--- src/core/spg_pkg.sv ---
// Synthetic pixel generator constants, types and register map
package spg_pkg;
    localparam int unsigned CLK_PERIOD_NS = 10;
    localparam int unsigned TICK_NS       = 100;
    localparam int unsigned TICK_CYC      = TICK_NS / CLK_PERIOD_NS;
    localparam int unsigned MS_NS         = 1000000;
    localparam int unsigned MS_CYC        = MS_NS / CLK_PERIOD_NS;
    // Register indices; byte address is four times the index
    localparam logic [9:0]  IDX_ROWS      = 10'h2D0;
    localparam logic [9:0]  IDX_COLS      = 10'h2D1;
    localparam logic [9:0]  IDX_PERIOD    = 10'h2D2;
    localparam logic [9:0]  IDX_CHANS     = 10'h2D3;
    localparam logic [9:0]  IDX_DELAY     = 10'h2D4;
    localparam logic [9:0]  IDX_INTEG     = 10'h2D5;
    localparam logic [9:0]  IDX_SAMPLES   = 10'h2D6;
    localparam logic [9:0]  IDX_SELECT    = 10'h2D7;
    localparam logic [9:0]  IDX_MODE      = 10'h2FC;
    localparam logic [9:0]  IDX_STATUS    = 10'h2FD;
    localparam logic [2:0]  MODE_RESET    = 3'h0;
    localparam logic [15:0] REG_RESET     = 16'h0000;
    localparam logic [1:0]  KIND_OFF      = 2'h0;
    localparam logic [1:0]  KIND_VIS      = 2'h1;
    localparam logic [1:0]  KIND_IR       = 2'h2;
    localparam logic [1:0]  KIND_SLOT     = 2'h3;
    localparam int unsigned NOISE_BIT     = 2;
    localparam logic [2:0]  SLOT_MAX      = 3'h6;
    localparam logic [7:0]  LFSR_SEED     = 8'h01;
    localparam logic [7:0]  LFSR_TAPS     = 8'hB8;
    localparam int unsigned ST_BUSY       = 0;
    localparam int unsigned ST_SECOND     = 1;
    localparam int unsigned ST_FRAME_LSB  = 8;

    typedef enum logic [2:0] {
        S_IDLE, S_DELAY, S_BURST, S_GAP, S_INTEG, S_ARMED, S_SLOT
    } spg_state_t;

    typedef struct packed {
        logic [7:0] channel;
        logic [7:0] value;
    } spg_pixel_t;
endpackage

--- src/core/spg_generator.sv ---
// Synthetic pixel generator with Avalon-MM register slave
`timescale 1ns/10ps
`default_nettype none
module spg_generator #(
    parameter int unsigned MS_CYC_P = spg_pkg::MS_CYC
) (
    input  wire logic               clock_i,
    input  wire logic               reset_i,
    input  wire logic [11:0]        avs_address_i,
    input  wire logic               avs_read_i,
    input  wire logic               avs_write_i,
    input  wire logic [31:0]        avs_writedata_i,
    input  wire logic [3:0]         avs_byteenable_i,
    output logic [31:0]             avs_readdata_o,
    output logic                    avs_waitrequest_o,
    input  wire logic               start_exposure_i,
    input  wire logic               pipe_xfer_i,
    input  wire logic [2:0]         pipe_slot_i,
    output logic                    pixel_valid_o,
    output spg_pkg::spg_pixel_t     pixel_o,
    output logic                    gen_xfer_o,
    output logic [2:0]              gen_slot_o,
    output logic                    busy_o
);
    // Byte-lane merge for 16-bit registers
    function automatic logic [15:0] be_merge(input logic [15:0] old, input logic [15:0] wd,
                                             input logic [1:0] be);
        be_merge = {be[1] ? wd[15:8] : old[15:8], be[0] ? wd[7:0] : old[7:0]};
    endfunction

    spg_pkg::spg_state_t state_ff, nxt_state;
    logic [15:0] rows_ff, cols_ff, integ_ff;
    logic [7:0]  period_ff, chans_ff, delay_ff, samples_ff, select_ff;
    logic [2:0]  mode_ff;
    logic        wait_ff;
    logic [31:0] rdata_ff;
    logic [7:0]  ch_ff, frame_ff, seq_ff, lfsr_ff;
    logic [31:0] burst_ff, div_ff;
    logic [15:0] unit_ff;
    logic        second_ff;
    logic [2:0]  slot_ff;
    logic [2:0]  xfer_sync_ff;
    logic [2:0]  slot_s1_ff, slot_s2_ff, slot_s3_ff;
    logic        xfer_lvl_ff;
    logic [2:0]  slot_lvl_ff;
    logic        valid_ff, xfer_ff, busy_ff;
    spg_pkg::spg_pixel_t pix_ff;
    logic [2:0]  gslot_ff;

    // Bus decode
    wire [9:0]  idx      = avs_address_i[11:2];
    wire        req      = avs_read_i | avs_write_i;
    wire        wr_take  = avs_write_i & ~wait_ff;
    wire        wr_byte  = wr_take & avs_byteenable_i[0];
    wire [15:0] wd16     = avs_writedata_i[15:0];
    wire [1:0]  be16     = avs_byteenable_i[1:0];
    wire        mode_wr  = wr_byte & (idx == spg_pkg::IDX_MODE);

    // Mode decode
    // mode kind decode
    wire [1:0]  kind     = mode_ff[1:0];
    wire        noise    = mode_ff[spg_pkg::NOISE_BIT];

    // Frame geometry and timing decode
    wire [31:0] total    = rows_ff * cols_ff;
    wire        timed100 = (state_ff == spg_pkg::S_BURST) | (state_ff == spg_pkg::S_GAP);
    wire [31:0] div_len  = timed100 ? spg_pkg::TICK_CYC : MS_CYC_P;
    wire        tick     = (div_ff == div_len - 32'h1);
    wire        emitting = ((state_ff == spg_pkg::S_BURST) | (state_ff == spg_pkg::S_SLOT))
                           & (chans_ff != 8'h00);
    wire        last_wd  = (chans_ff == 8'h00) | (ch_ff == chans_ff - 8'h01);
    wire        dly_done = (unit_ff >= {8'h00, delay_ff});
    wire        per_done = (unit_ff >= {8'h00, period_ff});
    wire        int_done = (unit_ff >= integ_ff);
    wire        more_brs = (burst_ff < total);
    wire        frm_last = (frame_ff + 8'h01 >= samples_ff);
    // Timer runs on from burst into gap, so the burst period counts start to start
    wire        burst_end = (state_ff == spg_pkg::S_BURST) & (nxt_state == spg_pkg::S_GAP);
    wire        gap_again = (state_ff == spg_pkg::S_GAP) & (nxt_state == spg_pkg::S_BURST);
    wire        load_tmr  = ((nxt_state != state_ff) & ~burst_end) | gap_again;

    // Slot edge decode
    wire        xfer_fell = xfer_lvl_ff & (xfer_sync_ff[2] == xfer_sync_ff[1]) & ~xfer_sync_ff[2];
    wire [2:0]  trig_slot = slot_lvl_ff + 3'h1;
    wire [2:0]  next_slot = slot_ff + 3'h1;
    wire        trig_ok  = (slot_lvl_ff < spg_pkg::SLOT_MAX) & select_ff[trig_slot];
    wire        chain_ok = (slot_ff < spg_pkg::SLOT_MAX) & select_ff[next_slot];

    // Frame end target depends on run kind
    // samples only in infrared
    spg_pkg::spg_state_t after_frm;
    assign after_frm = (kind == spg_pkg::KIND_VIS) ? spg_pkg::S_IDLE :
                       !frm_last ? spg_pkg::S_DELAY :
                       !second_ff ? spg_pkg::S_INTEG : spg_pkg::S_IDLE;
    wire frame_end = ((state_ff == spg_pkg::S_GAP) & per_done & ~more_brs) |
                     ((state_ff == spg_pkg::S_DELAY) & dly_done & (total == 32'h0));

    // Next state
    always_comb begin
        nxt_state = state_ff;
        case (state_ff)
            spg_pkg::S_IDLE: begin
                if (kind == spg_pkg::KIND_SLOT)
                    nxt_state = spg_pkg::S_ARMED;
                else if (start_exposure_i & (kind == spg_pkg::KIND_VIS))
                    nxt_state = spg_pkg::S_DELAY;
                else if (start_exposure_i & (kind == spg_pkg::KIND_IR) & (samples_ff != 8'h00))
                    nxt_state = spg_pkg::S_DELAY;
            end
            spg_pkg::S_DELAY: begin
                if (dly_done)
                    nxt_state = (total == 32'h0) ? after_frm : spg_pkg::S_BURST;
            end
            spg_pkg::S_BURST: begin
                if (last_wd)
                    nxt_state = spg_pkg::S_GAP;
            end
            spg_pkg::S_GAP: begin
                if (per_done)
                    nxt_state = more_brs ? spg_pkg::S_BURST : after_frm;
            end
            spg_pkg::S_INTEG: begin
                if (int_done)
                    nxt_state = spg_pkg::S_DELAY;
            end
            spg_pkg::S_ARMED: begin
                if (kind != spg_pkg::KIND_SLOT)
                    nxt_state = spg_pkg::S_IDLE;
                else if (xfer_fell & trig_ok)
                    nxt_state = spg_pkg::S_SLOT;
            end
            spg_pkg::S_SLOT: begin
                if (last_wd)
                    nxt_state = chain_ok ? spg_pkg::S_SLOT : spg_pkg::S_ARMED;
            end
            default: nxt_state = spg_pkg::S_IDLE;
        endcase
        if (mode_wr)
            nxt_state = spg_pkg::S_IDLE;
    end

    // Avalon slave: one wait cycle, then answer
    always_ff @(posedge clock_i or posedge reset_i) begin
        if (reset_i) begin
            wait_ff  <= 1'b1;
            rdata_ff <= 32'h0000_0000;
        end else begin
            wait_ff <= ~(req & wait_ff);
            if (avs_read_i & wait_ff) begin
                case (idx)
                    spg_pkg::IDX_ROWS:    rdata_ff <= {16'h0000, rows_ff};
                    spg_pkg::IDX_COLS:    rdata_ff <= {16'h0000, cols_ff};
                    spg_pkg::IDX_PERIOD:  rdata_ff <= {24'h000000, period_ff};
                    spg_pkg::IDX_CHANS:   rdata_ff <= {24'h000000, chans_ff};
                    spg_pkg::IDX_DELAY:   rdata_ff <= {24'h000000, delay_ff};
                    spg_pkg::IDX_INTEG:   rdata_ff <= {16'h0000, integ_ff};
                    spg_pkg::IDX_SAMPLES: rdata_ff <= {24'h000000, samples_ff};
                    spg_pkg::IDX_SELECT:  rdata_ff <= {24'h000000, select_ff};
                    spg_pkg::IDX_MODE:    rdata_ff <= {29'h00000000, mode_ff};
                    spg_pkg::IDX_STATUS:  rdata_ff <= {16'h0000, frame_ff, 6'h00, second_ff, busy_ff};
                    default:              rdata_ff <= 32'h0000_0000;
                endcase
            end
        end
    end

    // Register writes
    always_ff @(posedge clock_i or posedge reset_i) begin
        if (reset_i) begin
            rows_ff    <= spg_pkg::REG_RESET;
            cols_ff    <= spg_pkg::REG_RESET;
            integ_ff   <= spg_pkg::REG_RESET;
            period_ff  <= spg_pkg::REG_RESET[7:0];
            chans_ff   <= spg_pkg::REG_RESET[7:0];
            delay_ff   <= spg_pkg::REG_RESET[7:0];
            samples_ff <= spg_pkg::REG_RESET[7:0];
            select_ff  <= spg_pkg::REG_RESET[7:0];
            mode_ff    <= spg_pkg::MODE_RESET;
        end else if (wr_take) begin
            if (idx == spg_pkg::IDX_ROWS)  rows_ff  <= be_merge(rows_ff, wd16, be16);
            if (idx == spg_pkg::IDX_COLS)  cols_ff  <= be_merge(cols_ff, wd16, be16);
            if (idx == spg_pkg::IDX_INTEG) integ_ff <= be_merge(integ_ff, wd16, be16);
            if (wr_byte & (idx == spg_pkg::IDX_PERIOD))  period_ff  <= wd16[7:0];
            if (wr_byte & (idx == spg_pkg::IDX_CHANS))   chans_ff   <= wd16[7:0];
            if (wr_byte & (idx == spg_pkg::IDX_DELAY))   delay_ff   <= wd16[7:0];
            if (wr_byte & (idx == spg_pkg::IDX_SAMPLES)) samples_ff <= wd16[7:0];
            if (wr_byte & (idx == spg_pkg::IDX_SELECT))  select_ff  <= wd16[7:0];
            if (mode_wr) mode_ff <= wd16[2:0];
        end
    end

    // Pipeline priority pins: three-stage synchronisers, level taken when stages 2 and 3 agree, for the slot only while transfer stage 2 is high
    always_ff @(posedge clock_i or posedge reset_i) begin
        if (reset_i) begin
            xfer_sync_ff <= 3'h0;
            slot_s1_ff   <= 3'h0;
            slot_s2_ff   <= 3'h0;
            slot_s3_ff   <= 3'h0;
            xfer_lvl_ff  <= 1'b0;
            slot_lvl_ff  <= 3'h0;
        end else begin
            xfer_sync_ff <= {xfer_sync_ff[1:0], pipe_xfer_i};
            slot_s1_ff   <= pipe_slot_i;
            slot_s2_ff   <= slot_s1_ff;
            slot_s3_ff   <= slot_s2_ff;
            if (xfer_sync_ff[2] == xfer_sync_ff[1]) xfer_lvl_ff <= xfer_sync_ff[2];
            if (slot_s3_ff == slot_s2_ff & xfer_sync_ff[1]) slot_lvl_ff <= slot_s3_ff;
        end
    end

    // Tick divider and unit counter, restarted on each timed phase except the gap, which runs on from its burst
    always_ff @(posedge clock_i or posedge reset_i) begin
        if (reset_i) begin
            div_ff  <= 32'h0;
            unit_ff <= 16'h0;
        end else if (load_tmr) begin
            div_ff  <= 32'h0;
            unit_ff <= 16'h0;
        end else begin
            div_ff  <= tick ? 32'h0 : div_ff + 32'h1;
            if (tick & (unit_ff != 16'hFFFF)) unit_ff <= unit_ff + 16'h1;
        end
    end

    // Sequence counters
    always_ff @(posedge clock_i or posedge reset_i) begin
        if (reset_i) begin
            state_ff  <= spg_pkg::S_IDLE;
            ch_ff     <= 8'h00;
            burst_ff  <= 32'h0;
            frame_ff  <= 8'h00;
            second_ff <= 1'b0;
            slot_ff   <= 3'h0;
        end else begin
            state_ff <= nxt_state;
            ch_ff    <= (emitting & ~last_wd) ? ch_ff + 8'h01 : 8'h00;
            if (state_ff == spg_pkg::S_IDLE) begin
                burst_ff  <= 32'h0;
                frame_ff  <= 8'h00;
                second_ff <= 1'b0;
            end else if (state_ff == spg_pkg::S_DELAY) begin
                burst_ff <= 32'h0;
            end else if (state_ff == spg_pkg::S_BURST & last_wd) begin
                burst_ff <= burst_ff + 32'h1;
            end else if (state_ff == spg_pkg::S_INTEG & int_done) begin
                second_ff <= 1'b1;
                frame_ff  <= 8'h00;
            end
            if (frame_end & ~mode_wr) frame_ff <= frm_last ? 8'h00 : frame_ff + 8'h01;
            if (state_ff == spg_pkg::S_ARMED) slot_ff <= trig_slot;
            else if (state_ff == spg_pkg::S_SLOT & last_wd) slot_ff <= next_slot;
        end
    end

    // Pixel word and data content
    always_ff @(posedge clock_i or posedge reset_i) begin
        if (reset_i) begin
            valid_ff <= 1'b0;
            pix_ff   <= '0;
            seq_ff   <= 8'h00;
            lfsr_ff  <= spg_pkg::LFSR_SEED;
            xfer_ff  <= 1'b0;
            gslot_ff <= 3'h0;
            busy_ff  <= 1'b0;
        end else begin
            valid_ff <= emitting;
            xfer_ff  <= state_ff == spg_pkg::S_SLOT;
            gslot_ff <= (state_ff == spg_pkg::S_SLOT) ? slot_ff : 3'h0;
            busy_ff  <= (nxt_state != spg_pkg::S_IDLE) & (nxt_state != spg_pkg::S_ARMED);
            if (state_ff == spg_pkg::S_IDLE) begin
                seq_ff  <= 8'h00;
                lfsr_ff <= spg_pkg::LFSR_SEED;
            end else if (emitting) begin
                pix_ff.channel <= ch_ff;
                pix_ff.value   <= noise ? lfsr_ff : seq_ff;
                seq_ff         <= seq_ff + 8'h01;
                lfsr_ff        <= {1'b0, lfsr_ff[7:1]} ^ (lfsr_ff[0] ? spg_pkg::LFSR_TAPS : 8'h00);
            end
        end
    end

    assign avs_readdata_o    = rdata_ff;
    assign avs_waitrequest_o = wait_ff;
    assign pixel_valid_o     = valid_ff;
    assign pixel_o           = pix_ff;
    assign gen_xfer_o        = xfer_ff;
    assign gen_slot_o        = gslot_ff;
    assign busy_o            = busy_ff;

    // Helper counters for timing checks
    logic [31:0] gap_cyc_ff, run_cyc_ff;
    logic [7:0]  words_ff;
    always_ff @(posedge clock_i or posedge reset_i) begin
        if (reset_i) begin
            gap_cyc_ff <= 32'h0;
            run_cyc_ff <= 32'h0;
            words_ff   <= 8'h00;
        end else begin
            gap_cyc_ff <= (nxt_state == spg_pkg::S_BURST & load_tmr) ? 32'h0 : gap_cyc_ff + 32'h1;
            run_cyc_ff <= (state_ff == spg_pkg::S_IDLE) ? 32'h0 : run_cyc_ff + 32'h1;
            words_ff   <= (nxt_state == spg_pkg::S_BURST & load_tmr) ? 8'h00 : words_ff + {7'h00, valid_ff};
        end
    end

    mode_off_a: assert property (@(posedge clock_i) disable iff (reset_i)
        pixel_valid_o |-> $past(kind) != spg_pkg::KIND_OFF)
        else $error("pixel sent while generator disabled");
    seq_data_a: assert property (@(posedge clock_i) disable iff (reset_i)
        (pixel_valid_o && $past(pixel_valid_o) && !$past(noise, 2) && !$past(mode_wr, 2))
        |-> pixel_o.value == $past(pixel_o.value) + 8'h01)
        else $error("sequential data did not increment");
    chan_id_a: assert property (@(posedge clock_i) disable iff (reset_i)
        ($rose(pixel_valid_o) |-> pixel_o.channel == 8'h00) and
        ((pixel_valid_o && $past(pixel_valid_o) && pixel_o.channel != 8'h00)
         |-> pixel_o.channel == $past(pixel_o.channel) + 8'h01))
        else $error("channel id out of sequence");
    start_cmd_a: assert property (@(posedge clock_i) disable iff (reset_i)
        (state_ff == spg_pkg::S_IDLE && nxt_state == spg_pkg::S_DELAY) |-> start_exposure_i)
        else $error("run began without start command");
    burst_gap_a: assert property (@(posedge clock_i) disable iff (reset_i)
        (state_ff == spg_pkg::S_GAP && nxt_state == spg_pkg::S_BURST)
        |-> gap_cyc_ff >= {24'h0, period_ff} * spg_pkg::TICK_CYC)
        else $error("bursts spaced too closely");
    burst_late_a: assert property (@(posedge clock_i) disable iff (reset_i)
        (state_ff == spg_pkg::S_GAP && nxt_state == spg_pkg::S_BURST
         && {24'h0, period_ff} * spg_pkg::TICK_CYC >= {24'h0, chans_ff})
        |-> gap_cyc_ff <= {24'h0, period_ff} * spg_pkg::TICK_CYC + 32'h1)
        else $error("bursts spaced too widely");
    burst_len_a: assert property (@(posedge clock_i) disable iff (reset_i)
        (state_ff == spg_pkg::S_GAP && $past(state_ff) == spg_pkg::S_BURST && !$past(mode_wr))
        |-> words_ff + {7'h00, valid_ff} == chans_ff)
        else $error("burst length differs from channel count");
    first_delay_a: assert property (@(posedge clock_i) disable iff (reset_i)
        (state_ff == spg_pkg::S_DELAY && nxt_state == spg_pkg::S_BURST && frame_ff == 8'h00 && !second_ff)
        |-> run_cyc_ff + 32'h1 >= {24'h0, delay_ff} * MS_CYC_P)
        else $error("first burst before start delay");
    integ_wait_a: assert property (@(posedge clock_i) disable iff (reset_i)
        (state_ff == spg_pkg::S_INTEG && nxt_state == spg_pkg::S_DELAY && !mode_wr)
        |=> second_ff && frame_ff == 8'h00)
        else $error("second readout not started after integration");
    slot_zero_a: assert property (@(posedge clock_i) disable iff (reset_i)
        gen_xfer_o |-> gen_slot_o != 3'h0 && select_ff[gen_slot_o])
        else $error("transfer in unselected slot");
    vis_no_integ_a: assert property (@(posedge clock_i) disable iff (reset_i)
        (kind != spg_pkg::KIND_IR) |=> state_ff != spg_pkg::S_INTEG || $past(mode_wr))
        else $error("integration wait outside infrared mode");
    slot_no_timer_a: assert property (@(posedge clock_i) disable iff (reset_i)
        (kind == spg_pkg::KIND_SLOT) |=> (state_ff == spg_pkg::S_IDLE) || (state_ff == spg_pkg::S_ARMED)
        || (state_ff == spg_pkg::S_SLOT))
        else $error("timed phase entered in slot mode");

    vis_run_c: cover property (@(posedge clock_i) disable iff (reset_i)
        kind == spg_pkg::KIND_VIS && state_ff == spg_pkg::S_GAP && nxt_state == spg_pkg::S_IDLE);
    ir_integ_c: cover property (@(posedge clock_i) disable iff (reset_i)
        state_ff == spg_pkg::S_INTEG && nxt_state == spg_pkg::S_DELAY);
    burst_start_c: cover property (@(posedge clock_i) disable iff (reset_i)
        state_ff == spg_pkg::S_GAP && nxt_state == spg_pkg::S_BURST);
    slot_chain_c: cover property (@(posedge clock_i) disable iff (reset_i)
        state_ff == spg_pkg::S_SLOT && last_wd && chain_ok);
endmodule // spg_generator
`default_nettype wire

--- config.mk ---
export PLATFORM = sky130hd
export DESIGN_NAME = spg_generator
export DESIGN_NICKNAME = d
export VERILOG_FILES = /design/src/core/spg_pkg.sv /design/src/core/spg_generator.sv
export SDC_FILE = /design/constraint.sdc
export NUM_CORES = 1
export LEC_CHECK = 0
export BUFFER_PORTS_ARGS = -buffer_cell sky130_fd_sc_hd__buf_2
export CAP_MARGIN = 10
export CORE_AREA = 3 3 231 233
export CTS_CLUSTER_SIZE = 16
export DETAILED_ROUTE_END_ITERATION = 8
export DIE_AREA = 0 0 234 236
export HOLD_SLACK_MARGIN = 0.1
export PLACE_DENSITY = 0.72
export SYNTH_ARGS = -nofsm -noshare
export SYNTH_HDL_FRONTEND = slang
export SYNTH_SLANG_ARGS = --single-unit
--- constraint.sdc ---
create_clock -name clock_i -period 7.7 [get_ports clock_i]
set_input_delay 1.155 -clock clock_i [delete_from_list [all_inputs] [get_ports clock_i]]
set_output_delay 1.155 -clock clock_i [all_outputs]
set_load 0.01 [all_outputs]
# Word level (Yosys, flattened, before mapping)
# Index checks and enable logic that the tools add are counted.
# W data, S select, Z words.
[word_totals]
ff_bits = 281
latchBits = 0
memories = 0
ramBits = 0
romBits = 0
[op_classes]
bitwise = 49
add_sub_neg = 10
n_lt_le_gt_ge = 9
n_eq_ne = 33
div_mod_pow = 0
n_reduce_logical = 27
multipliers = 1
shifts = 0
n_mux = 51
[op_table]
columns = ["cell", "count"]
rows = [
  ["$mux W32", 5],
  ["$pmux W16 S10", 1],
  ["$mux W8", 13],
  ["$eq A10 B10 Y1 const B", 10],
  ["$add A32 B1 Y32 const B", 2],
  ["$mux W3", 19],
  ["$and A1 B1 Y1", 34],
  ["$eq A32 B32 Y1", 1],
  ["$ge A16 B8 Y1", 2],
  ["$logic_not A32 Y1", 1],
  ["$lt A32 B32 Y1", 1],
  ["$mul A16 B16 Y32", 1],
  ["$mux W16", 2],
  ["$add A8 B1 Y8 const B", 3],
  ["$reduce_and A3 Y1", 8],
  ["$pmux W3 S7", 1],
  ["$sub A17 B1 Y18 const B", 1],
  ["$mux W17", 1],
  ["$add A16 B1 Y16 const B", 1],
  ["$ge A16 B16 Y1", 1],
  ["$ne A16 B16 Y1 const B", 1],
  ["$reduce_bool A8 Y1", 2],
  ["$reduce_and A2 Y1", 7],
  ["$eq A3 B2 Y1 const B", 4],
  ["other kinds (26)", 58],
]

# Longest topological paths before layout
# Gate-level depths: netlist of the first run.
[logic_depth]
word_depth = 15
ltp_mapped = 37
mapped_depth_nobuf = 33

# Worst setup path before layout of the first run
# Ideal clock, no wire load.
[synth_timing]
kind = "reg-to-reg"
start = "reg cols_ff[9]"
end = "reg div_ff[23]"
path_slack_ns = -0.661
required_ns = 7.581
t_arrival_ns = 8.242
period_less_slack_ns = 8.361
path_stages_with_launch = 33
cell_sequence = "dfrtp_1 -> clkbuf_1 -> clkbuf_1 -> nand2_1 -> fa_1 -> fa_1 -> inv_1 -> fa_1 -> fa_1 -> fa_1 -> inv_1 -> fa_1 -> inv_1 -> ha_1 -> clkbuf_1 -> or3_1 -> o211ai_1 -> o211ai_1 -> a2111oi_0 -> a211oi_1 -> ha_1 -> nand4_1 -> or3_1 -> a2111oi_0 -> a211oi_1 -> a21oi_1 -> o211ai_1 -> a21boi_0 -> nor2_1 -> a31oi_2 -> buf_6 -> buf_6 -> nor2_1"
[synth_between]
elab_chain_cells = 12
elab_cells_between_ends = 18
cone_classes = "mul (1); order compare (1); eq/ne (3); mux (7); bitwise (5); reduce/logical (1)"
[synth_rtl]
columns = ["item", "line_no", "source"]
rows = [
  ["start: declaration", "spg_generator.sv:32", "logic [15:0] rows_ff, cols_ff, integ_ff;"],
  ["start signal: assignment", "spg_generator.sv:171", "cols_ff <= spg_pkg::REG_RESET;"],
  ["start signal: assignment", "spg_generator.sv:181", "if (idx == spg_pkg::IDX_COLS) cols_ff <= be_merge(cols_ff, wd16, be16);"],
  ["$mul A16 B16 Y32 (*)", "spg_generator.sv:65", "wire [31:0] total = rows_ff * cols_ff;"],
  ["$lt A32 B32 Y1 / $logic_not A32 Y1 (equally long branches)", "spg_generator.sv:75, spg_generator.sv:112", ""],
  ["$mux W3, on equally long branches", "spg_generator.sv:120, spg_generator.sv:112", ""],
  ["$mux W3, on equally long branches", "spg_generator.sv:119, spg_generator.sv:111", ""],
  ["$pmux W3 S7 (*)", "spg_generator.sv:101", "case (state_ff)"],
  ["$mux W3 (*)", "spg_generator.sv:138", "if (mode_wr)"],
  ["$eq A3 B2 Y1", "spg_generator.sv:78", "wire burst_end = (state_ff == spg_pkg::S_BURST) & (nxt_state == spg_pkg::S_GAP);"],
  ["$and A1 B1 Y1", "spg_generator.sv:78", ""],
  ["$not A1 Y1", "spg_generator.sv:80", "wire load_tmr = ((nxt_state != state_ff) & ~burst_end) | gap_again;"],
  ["$and A1 B1 Y1", "spg_generator.sv:80", ""],
  ["$or A1 B1 Y1 (*)", "spg_generator.sv:80", ""],
  ["$mux W32 (*)", "spg_generator.sv:216", "end else if (load_tmr) begin"],
  ["end signal: assignment", "spg_generator.sv:220", "div_ff <= tick ? 32'h0 : div_ff + 32'h1;"],
  ["end: declaration", "spg_generator.sv:38", "logic [31:0] burst_ff, div_ff;"],
]
# Every way passes the cells marked *; elsewhere a longest branch is shown, timed or not.
# A chain may end at the register's enable or synchronous reset.

# Worst setup path in the final report of the first run
[layout_timing]
start = "reg cols_ff[6]"
end = "reg div_ff[18]"
# Same word-level chain as after synthesis.

==> results of run 1 <==
-- kinds of logic (layout without fill, tap and decap cells) --
logic type	count (synthesis)	in the layout
AOI/OAI and AO/OA	325	325
other	1	16
muxes	110	110
and+or+nand+nor	874	874
buffers and inverters	398	635
xor gates and xnor gates	130	130
DFF	265	265
adders and majority gates	379	379
-- routing by layer --
metal	vias up	wire [µm]	track usage (%)
li1	8691	-	-
met1	9507	25100	29.4
met2	664	29700	37.1
met3	144	3940	2.83
met4	0	1790	6.59
met5	-	0	0
-- worst reg2reg max path: cells and delay by family (launching register included) --
kind / cells / cell delay, ns
XOR/XNOR: 1 / 0.23
AO/OA/AOI/OAI: 10 / 2.19
buffers and inverters: 11 / 1.31
adder cells (fa/ha/maj): 8 / 3.56
AND/OR/NAND/NOR: 4 / 0.46
flip-flops: 1 / 0.44
-- state kept, by name, summed over array words and instances (netlist names), 8 cells and up --
register,count
burst_ff,32
div_ff,32
avs_readdata_o,16
cols_ff,16
integ_ff,16
pixel_o,16
rows_ff,16
unit_ff,16
ch_ff,8
chans_ff,8
delay_ff,8
frame_ff,8
lfsr_ff,8
period_ff,8
samples_ff,8
select_ff,8
seq_ff,8
-- cell usage after synthesis (all sizes together) (43+ instances only) --
cell | number | area, µm²
a21oi | 84 | 420
nand2 | 334 | 1260
o21ai | 84 | 420
fa | 194 | 3880
nand3 | 64 | 320
xor2 | 71 | 622
nor2 | 151 | 567
and2 | 128 | 801
dfrtp | 263 | 6580
xnor2 | 59 | 517
clkbuf | 76 | 285
ha | 184 | 2300
a21o | 43 | 323
inv | 297 | 1110
mux2 | 86 | 968
-- power breakdown --
| group | internal [mW] | total, mW | switching (mW) |
|---|---|---|---|
| sequential | 1.42 | 1.47 | 0.0462 |
| clock | 0.849 | 1.45 | 0.605 |
| combinational | 0.0706 | 0.183 | 0.112 |
-- cell type report --
type | instances | area, µm² | share of cell area (%)
clock inverters | 18 | 206 | 0.761
repair buffers | 284 | 2070 | 7.63
clock buffers | 36 | 802 | 2.96
well taps | 680 | 851 | 3.13
inverters | 297 | 1120 | 4.12
multi-input cells | 1834 | 15400 | 56.9
flip-flops and latches | 265 | 6660 | 24.5
-- cell usage in the layout (no fill, tap or decap), types with 71 or more instances in the layout --
master and n:
nand2_1 325, inv_1 293, dfrtp_1 241, buf_4 189, fa_1 187, ha_1 169
nor2_1 146, and2_1 126, mux2_2 86, o21ai_0 77, a21oi_1 76, buf_2 76
xor2_1 71
-- what timing repair did --
| item | 4_1_cts | 5_1_grt |
|---|---|---|
| gates resized for setup | 90 | 16 |
| pin swaps | 40 | 23 |
| gates cloned | 2 | 0 |
| endpoints found under the setup margin | 60 | 60 |
| hold buffers | 0 | 0 |
| setup buffers | 21 | 1 |
-- through the flow --
step / cells / total power [mW] / hold slack [ns] / TNS (ns) / util [%]
CTS: 3411 / 3.13 / 0.351 / -25.85 / 52.7
global route: 3414 / 3.22 / 0.360 / -46.33 / 52.8
floorplan: 2497 / 1.61 / 0.331 / 0 / -
detailed placement: 3335 / 1.67 / 0.337 / -37.97 / 49.6
global placement: 3335 / 1.66 / 0.339 / -33.91 / 49.6
finish: 3414 / 3.11 / 0.353 / -27.11 / 52.8
-- final timing paths --
| kind | start | endpoint | slack, ns | cells after the start |
|---|---|---|---|---|
| worst min-delay path | slot_s1_ff[1]$_DFF_PP0_ | slot_s2_ff[1]$_DFF_PP0_ | 0.35 | 0 |
| worst min register to register | slot_s1_ff[1]$_DFF_PP0_ | slot_s2_ff[1]$_DFF_PP0_ | 0.35 | 0 |
| worst max-delay path | cols_ff[6]$_DFFE_PP0P_ | div_ff[18]$_DFF_PP0_ | -0.61 | 34 |
| worst max register to register | cols_ff[6]$_DFFE_PP0P_ | div_ff[18]$_DFF_PP0_ | -0.61 | 34 |
| min in group asynchronous | reset_i | div_ff[19]$_DFF_PP0_ | 0.56 | 2 |
| max in group asynchronous | reset_i | rows_ff[10]$_DFFE_PP0P_ | 5.04 | 4 |
==> impl_metrics.csv, run 1 <==
group,metric,value,unit
status,run_status,"finished, violations left",
status,violations,"setup timing",
setup_path,cp_num_buf_inv,11,
grt,grt_pass1_wl,99100,µm
synthesis,synth_compound_gate_area_share,9.14,%
sta,rsz0062_at_grt,"true",
setup_path,crit_path_max_incr_delay,0.57,ns
cts,h-tree-depth,1,
route,final_antenna_net_count,0,
route,drt-total-wl,60500,µm
setup_path,path_delay_family,"adder cells",
sta,slew-limit-headroom,17.8,%
placement,place.gp.congestion,0.919,
synthesis,synth-seq-cells,265,
grt,antenna_found_initial,0,
synthesis,synth_warnings,0,
cells_and_area,diodes,0,
synthesis,muxShareOfSynthArea,5.49,%
min_path,min_path_type,"flop to flop",
synthesis,syn-instance-count,2482,
route,drc_errors,0,
cells_and_area,fin_area,27100,µm²
floorplan,die_area,55200,µm²
sta,fin_worst_skew,0.0232,ns
synthesis,syn_area_per_cell,9.32,µm²
placement,io_buffers,75,
cts,path_clk_slew,0.07,ns
floorplan,start_util,45.0,%
placement,postPlaceCellArea,25500,µm²
synthesis,async_flop_share,100,%
cells_and_area,fillers,4512,
setup_path,arrival,8.75,ns
sta,worst_pin_slew,1.23,ns
sta,finalCriticalPeriod,8.31,ns
synthesis,synth-edff-count,0,
grt,grt_pass1_vias,19458,
setup_path,cp-end-kind,"flop",
sta,hold_viol,0,
route,viasPerCell,5.57,
synthesis,synthXorXnorAreaFrac,4.92,%
sta,fmax,0.120,GHz
route,num_vias,19006,
synthesis,synthAdderAreaFrac,26.8,%
sta,finalMaxSlewViolations,0,
setup_path,setup.worst_path.start_class,"flop",
cts,root_buffer,"clkbuf_16",
synthesis,yosysUniqueCellTypes,74,
setup_path,crit_required,8.15,ns
job,drv_cap,0,
power,p_leak,13.5,nW
sta,setup_violations,58,
route,wire_per_inst,17.7,µm
cts,numClockSinks,265,
cts,clk_latency,0.58,ns
floorplan,dieHeight,236,µm
grt,grt_max_degree,178,
sta,fin_ws,-0.606,ns
grt,grt_use_total,21.9,%
setup_path,path_max_fanout,11,
power,ir_drop,0.209,mV
setup_path,worst-setup-path-type,"flop to flop",
floorplan,pin_count,112,
placement,dp_slack,-0.787,ns
grt,grt_overflow,0,
cells_and_area,nets,3146,
sta,post-route-period-util,108,%
synthesis,synth_top_family_by_area,"adder cells",
cells_and_area,area_growth_syn_to_layout,17.3,%
power,power.density,114,nW/µm²
placement,dpl.hpwl,47100,µm
route,drt_iter0_markers,1271,
synthesis,syn_area,23100,µm²
synthesis,synth_simple_gate_area_share,18.2,%
synthesis,seq_area_frac_synth,28.7,%
floorplan,die_x,234,µm
floorplan,coreArea,51400,µm²
floorplan,std_cell_rows,83,
synthesis,ys.flop_type,"dfrtp_1",
cts,cts_tree,"done",
cts,cts_buffers,29,
setup_path,cpMaxStageDelayCell,"fa_1",
cells_and_area,drive_above_1_share,19.4,%
cts,cts_buffer_depth,3,
route,dr.pass1.iters,9,
Power figures use the tool's default switching activity.
==> run 2, diff against run 1 <==
CORE_AREA = 2 2 198 200   (was 3 3 231 233)
DIE_AREA = 0 0 200 202   (was 0 0 234 236)
PLACE_DENSITY = 0.87   (was 0.72)
clock period = 10.75 ns   (was 7.7 ns; I/O delays follow)
==> run 2 against run 1 <==
Against the previous run: die area is 27% lower; register-to-register slack better by 1.6 ns; non-clock buffer count is 196 lower; via count is 2.6% lower; sequential power is 29% lower; setup slack better by 1.6 ns; highest routed layer unchanged; combinational power is 33% lower; the flow now finishes without violations; core utilization is 12 points higher; count of clock-buffer cells in the layout is 2 higher; global-route usage is 8.2 points higher; routed wire length is 1.6% lower; critical endpoint is now div_ff[29]$_DFF_PP0_.
==> impl_metrics.csv, run 2 (same netlist as run 1, synthesis figures left out) <==
group,metric,value,unit
power,ir_drop,0.118,mV
setup_path,cpMaxStageDelayCell,"dfrtp_1",
grt,grt_use_total,30.2,%
cts,clk_latency,0.57,ns
sta,worst_pin_slew,1.26,ns
sta,hold_viol,0,
placement,dp_slack,1.18,ns
route,num_vias,18510,
power,pwr-share-clk,43.5,%
sta,setup_tns,0,ns
setup_path,cp-end-kind,"flop",
placement,dpl.hpwl,43800,µm
cells_and_area,area_growth_syn_to_layout,6.81,%
cells_and_area,nets,2947,
floorplan,coreArea,38300,µm²
setup_path,crit_top_cell,"fa_1",
grt,grt_pass1_vias,19193,
floorplan,dieHeight,202,µm
job,drv_cap,0,
setup_path,crit_path_max_incr_delay,0.91,ns
route,final_antenna_net_count,0,
setup_path,setup.worst_path.start_class,"flop",
power,p_leak,12.4,nW
setup_path,worst-setup-path-type,"flop to flop",
floorplan,pin_count,112,
sta,finalCriticalPeriod,9.79,ns
power,p_int,1.56,mW
cts,h-tree-depth,1,
cts,path_clk_slew,0.07,ns
power,swShare,25.0,%
route,drt_iter0_markers,1556,
floorplan,std_cell_rows,72,
route,dr.pass1.iters,8,
placement,place.gp.congestion,0.923,
route,drc_errors,0,
power,power.density,84.2,nW/µm²
floorplan,die_x,200,µm
cells_and_area,final_common_cell,"nand2_1",
sta,fin_worst_skew,0.0367,ns
sta,rsz0062_at_grt,"false",
cells_and_area,drive_above_1_share,9.28,%
cts,numClockSinks,265,
cts,cts_setup_buffers,0,
setup_path,worst_r2r_path_depth,30,
min_path,whs_path_depth,0,
cts,cts_hold_buf,0,
sta,setup_violations,0,
cells_and_area,layout_common_cells,"nand2_1 (333), inv_1 (295), dfrtp_1 (263)",
setup_path,path_max_fanout,23,
sta,fmax,0.102,GHz
grt,grt_pass1_wl,97600,µm
min_path,min_path_type,"flop to flop",
cells_and_area,largestRegisters,"burst_ff (32), div_ff (32)",
grt,grt_max_degree,121,
cts,cts_tree,"done",
floorplan,start_util,60.4,%
cts,ctsResizeCount,0,
sta,finalMaxSlewViolations,0,
cts,root_buffer,"clkbuf_16",
status,run_status,"complete, no violations",
floorplan,die_area,40400,µm²
grt,antenna_found_initial,1,
route,drt-total-wl,59500,µm
cts,cts_buffers,26,
cts,cts_buffer_depth,3,
grt,grt_overflow,0,
power,switchingPower,521,µW
setup_path,arrival,10.23,ns
power,share_comb_of_total_power,5.9,%
placement,io_buffers,75,
sta,fin_ws,0.958,ns
sta,post-route-period-util,91.1,%
power,p_seq_share,50.7,%
route,wire_per_inst,19.5,µm
setup_path,crit_required,11.19,ns
sta,slew-limit-headroom,15.4,%
route,viasPerCell,6.07,
-- run 2: cell types whose count changed in the layout (fill, tap and decap cells not counted), sizes merged --
| cell | previous run | this run |
|---|---|---|
| diode | 0 | 1 |
| clkinvlp | 4 | 3 |
| clkinv | 10 | 6 |
| clkbuf | 37 | 39 |
| inv | 298 | 297 |
| bufinv | 3 | 1 |
| buf | 283 | 87 |
-- run 2: per-stage QoR --
stage,instances,instance area (µm²),utilization [%],power [mW],hold WS [ns]
after floorplan,2497,23200,-,1.15,0.331
after global placement,3001,23900,62.3,1.18,0.337
after detailed placement,3001,23900,62.3,1.19,0.340
after CTS,3049,24700,64.5,2.08,0.355
after global routing,3051,24700,64.6,2.14,0.354
final,3051,24700,64.6,2.08,0.351
-- run 2: per-layer routing --
metal,wire length (µm),global-route usage [%]
met1,23900,40.3
met2,27800,47.8
met3,5510,6.94
met4,2410,11.9
met5,0,0
-- run 2: critical path, delay by kind of cell (launching register included) --
family                     cells  cell delay [ns]
buffers and inverters          4             0.49
adders and majority gates      8             3.95
and+or+nand+nor                4             0.45
AOI/OAI and AO/OA             14             3.87
DFF                            1             0.91
-- run 2: path summary, 6_finish.rpt --
kind                       slack [ns]                      end                    start
min reg2reg                      0.35  slot_s2_ff[2]$_DFF_PP0_  slot_s1_ff[2]$_DFF_PP0_
max in group asynchronous        7.99  cols_ff[15]$_DFFE_PP0P_                  reset_i
min in group asynchronous        1.19  gen_slot_o[1]$_DFF_PP0_                  reset_i
max reg2reg                      0.96     div_ff[29]$_DFF_PP0_   rows_ff[4]$_DFFE_PP0P_
max                              0.96     div_ff[29]$_DFF_PP0_   rows_ff[4]$_DFFE_PP0P_
min                              0.35  slot_s2_ff[2]$_DFF_PP0_  slot_s1_ff[2]$_DFF_PP0_
-- run 2: power by group through the flow --
stage | combinational [mW] | clock [mW] | sequential [mW]
floorplan | 0.0900 | 0 | 1.06
global placement | 0.113 | 0 | 1.07
detailed placement | 0.119 | 0 | 1.07
CTS | 0.122 | 0.907 | 1.05
global route | 0.137 | 0.948 | 1.06
finish | 0.122 | 0.904 | 1.05
-- run 2: layout make-up --
type	count	area, µm²
repair buffers	88	473
fillers	2830	13600
clock buffers	38	726
diodes	1	2.50
well taps	518	648
multi-input cells	1834	15000
clock inverters	10	111
flip-flops and latches	265	6630
inverters	297	1120
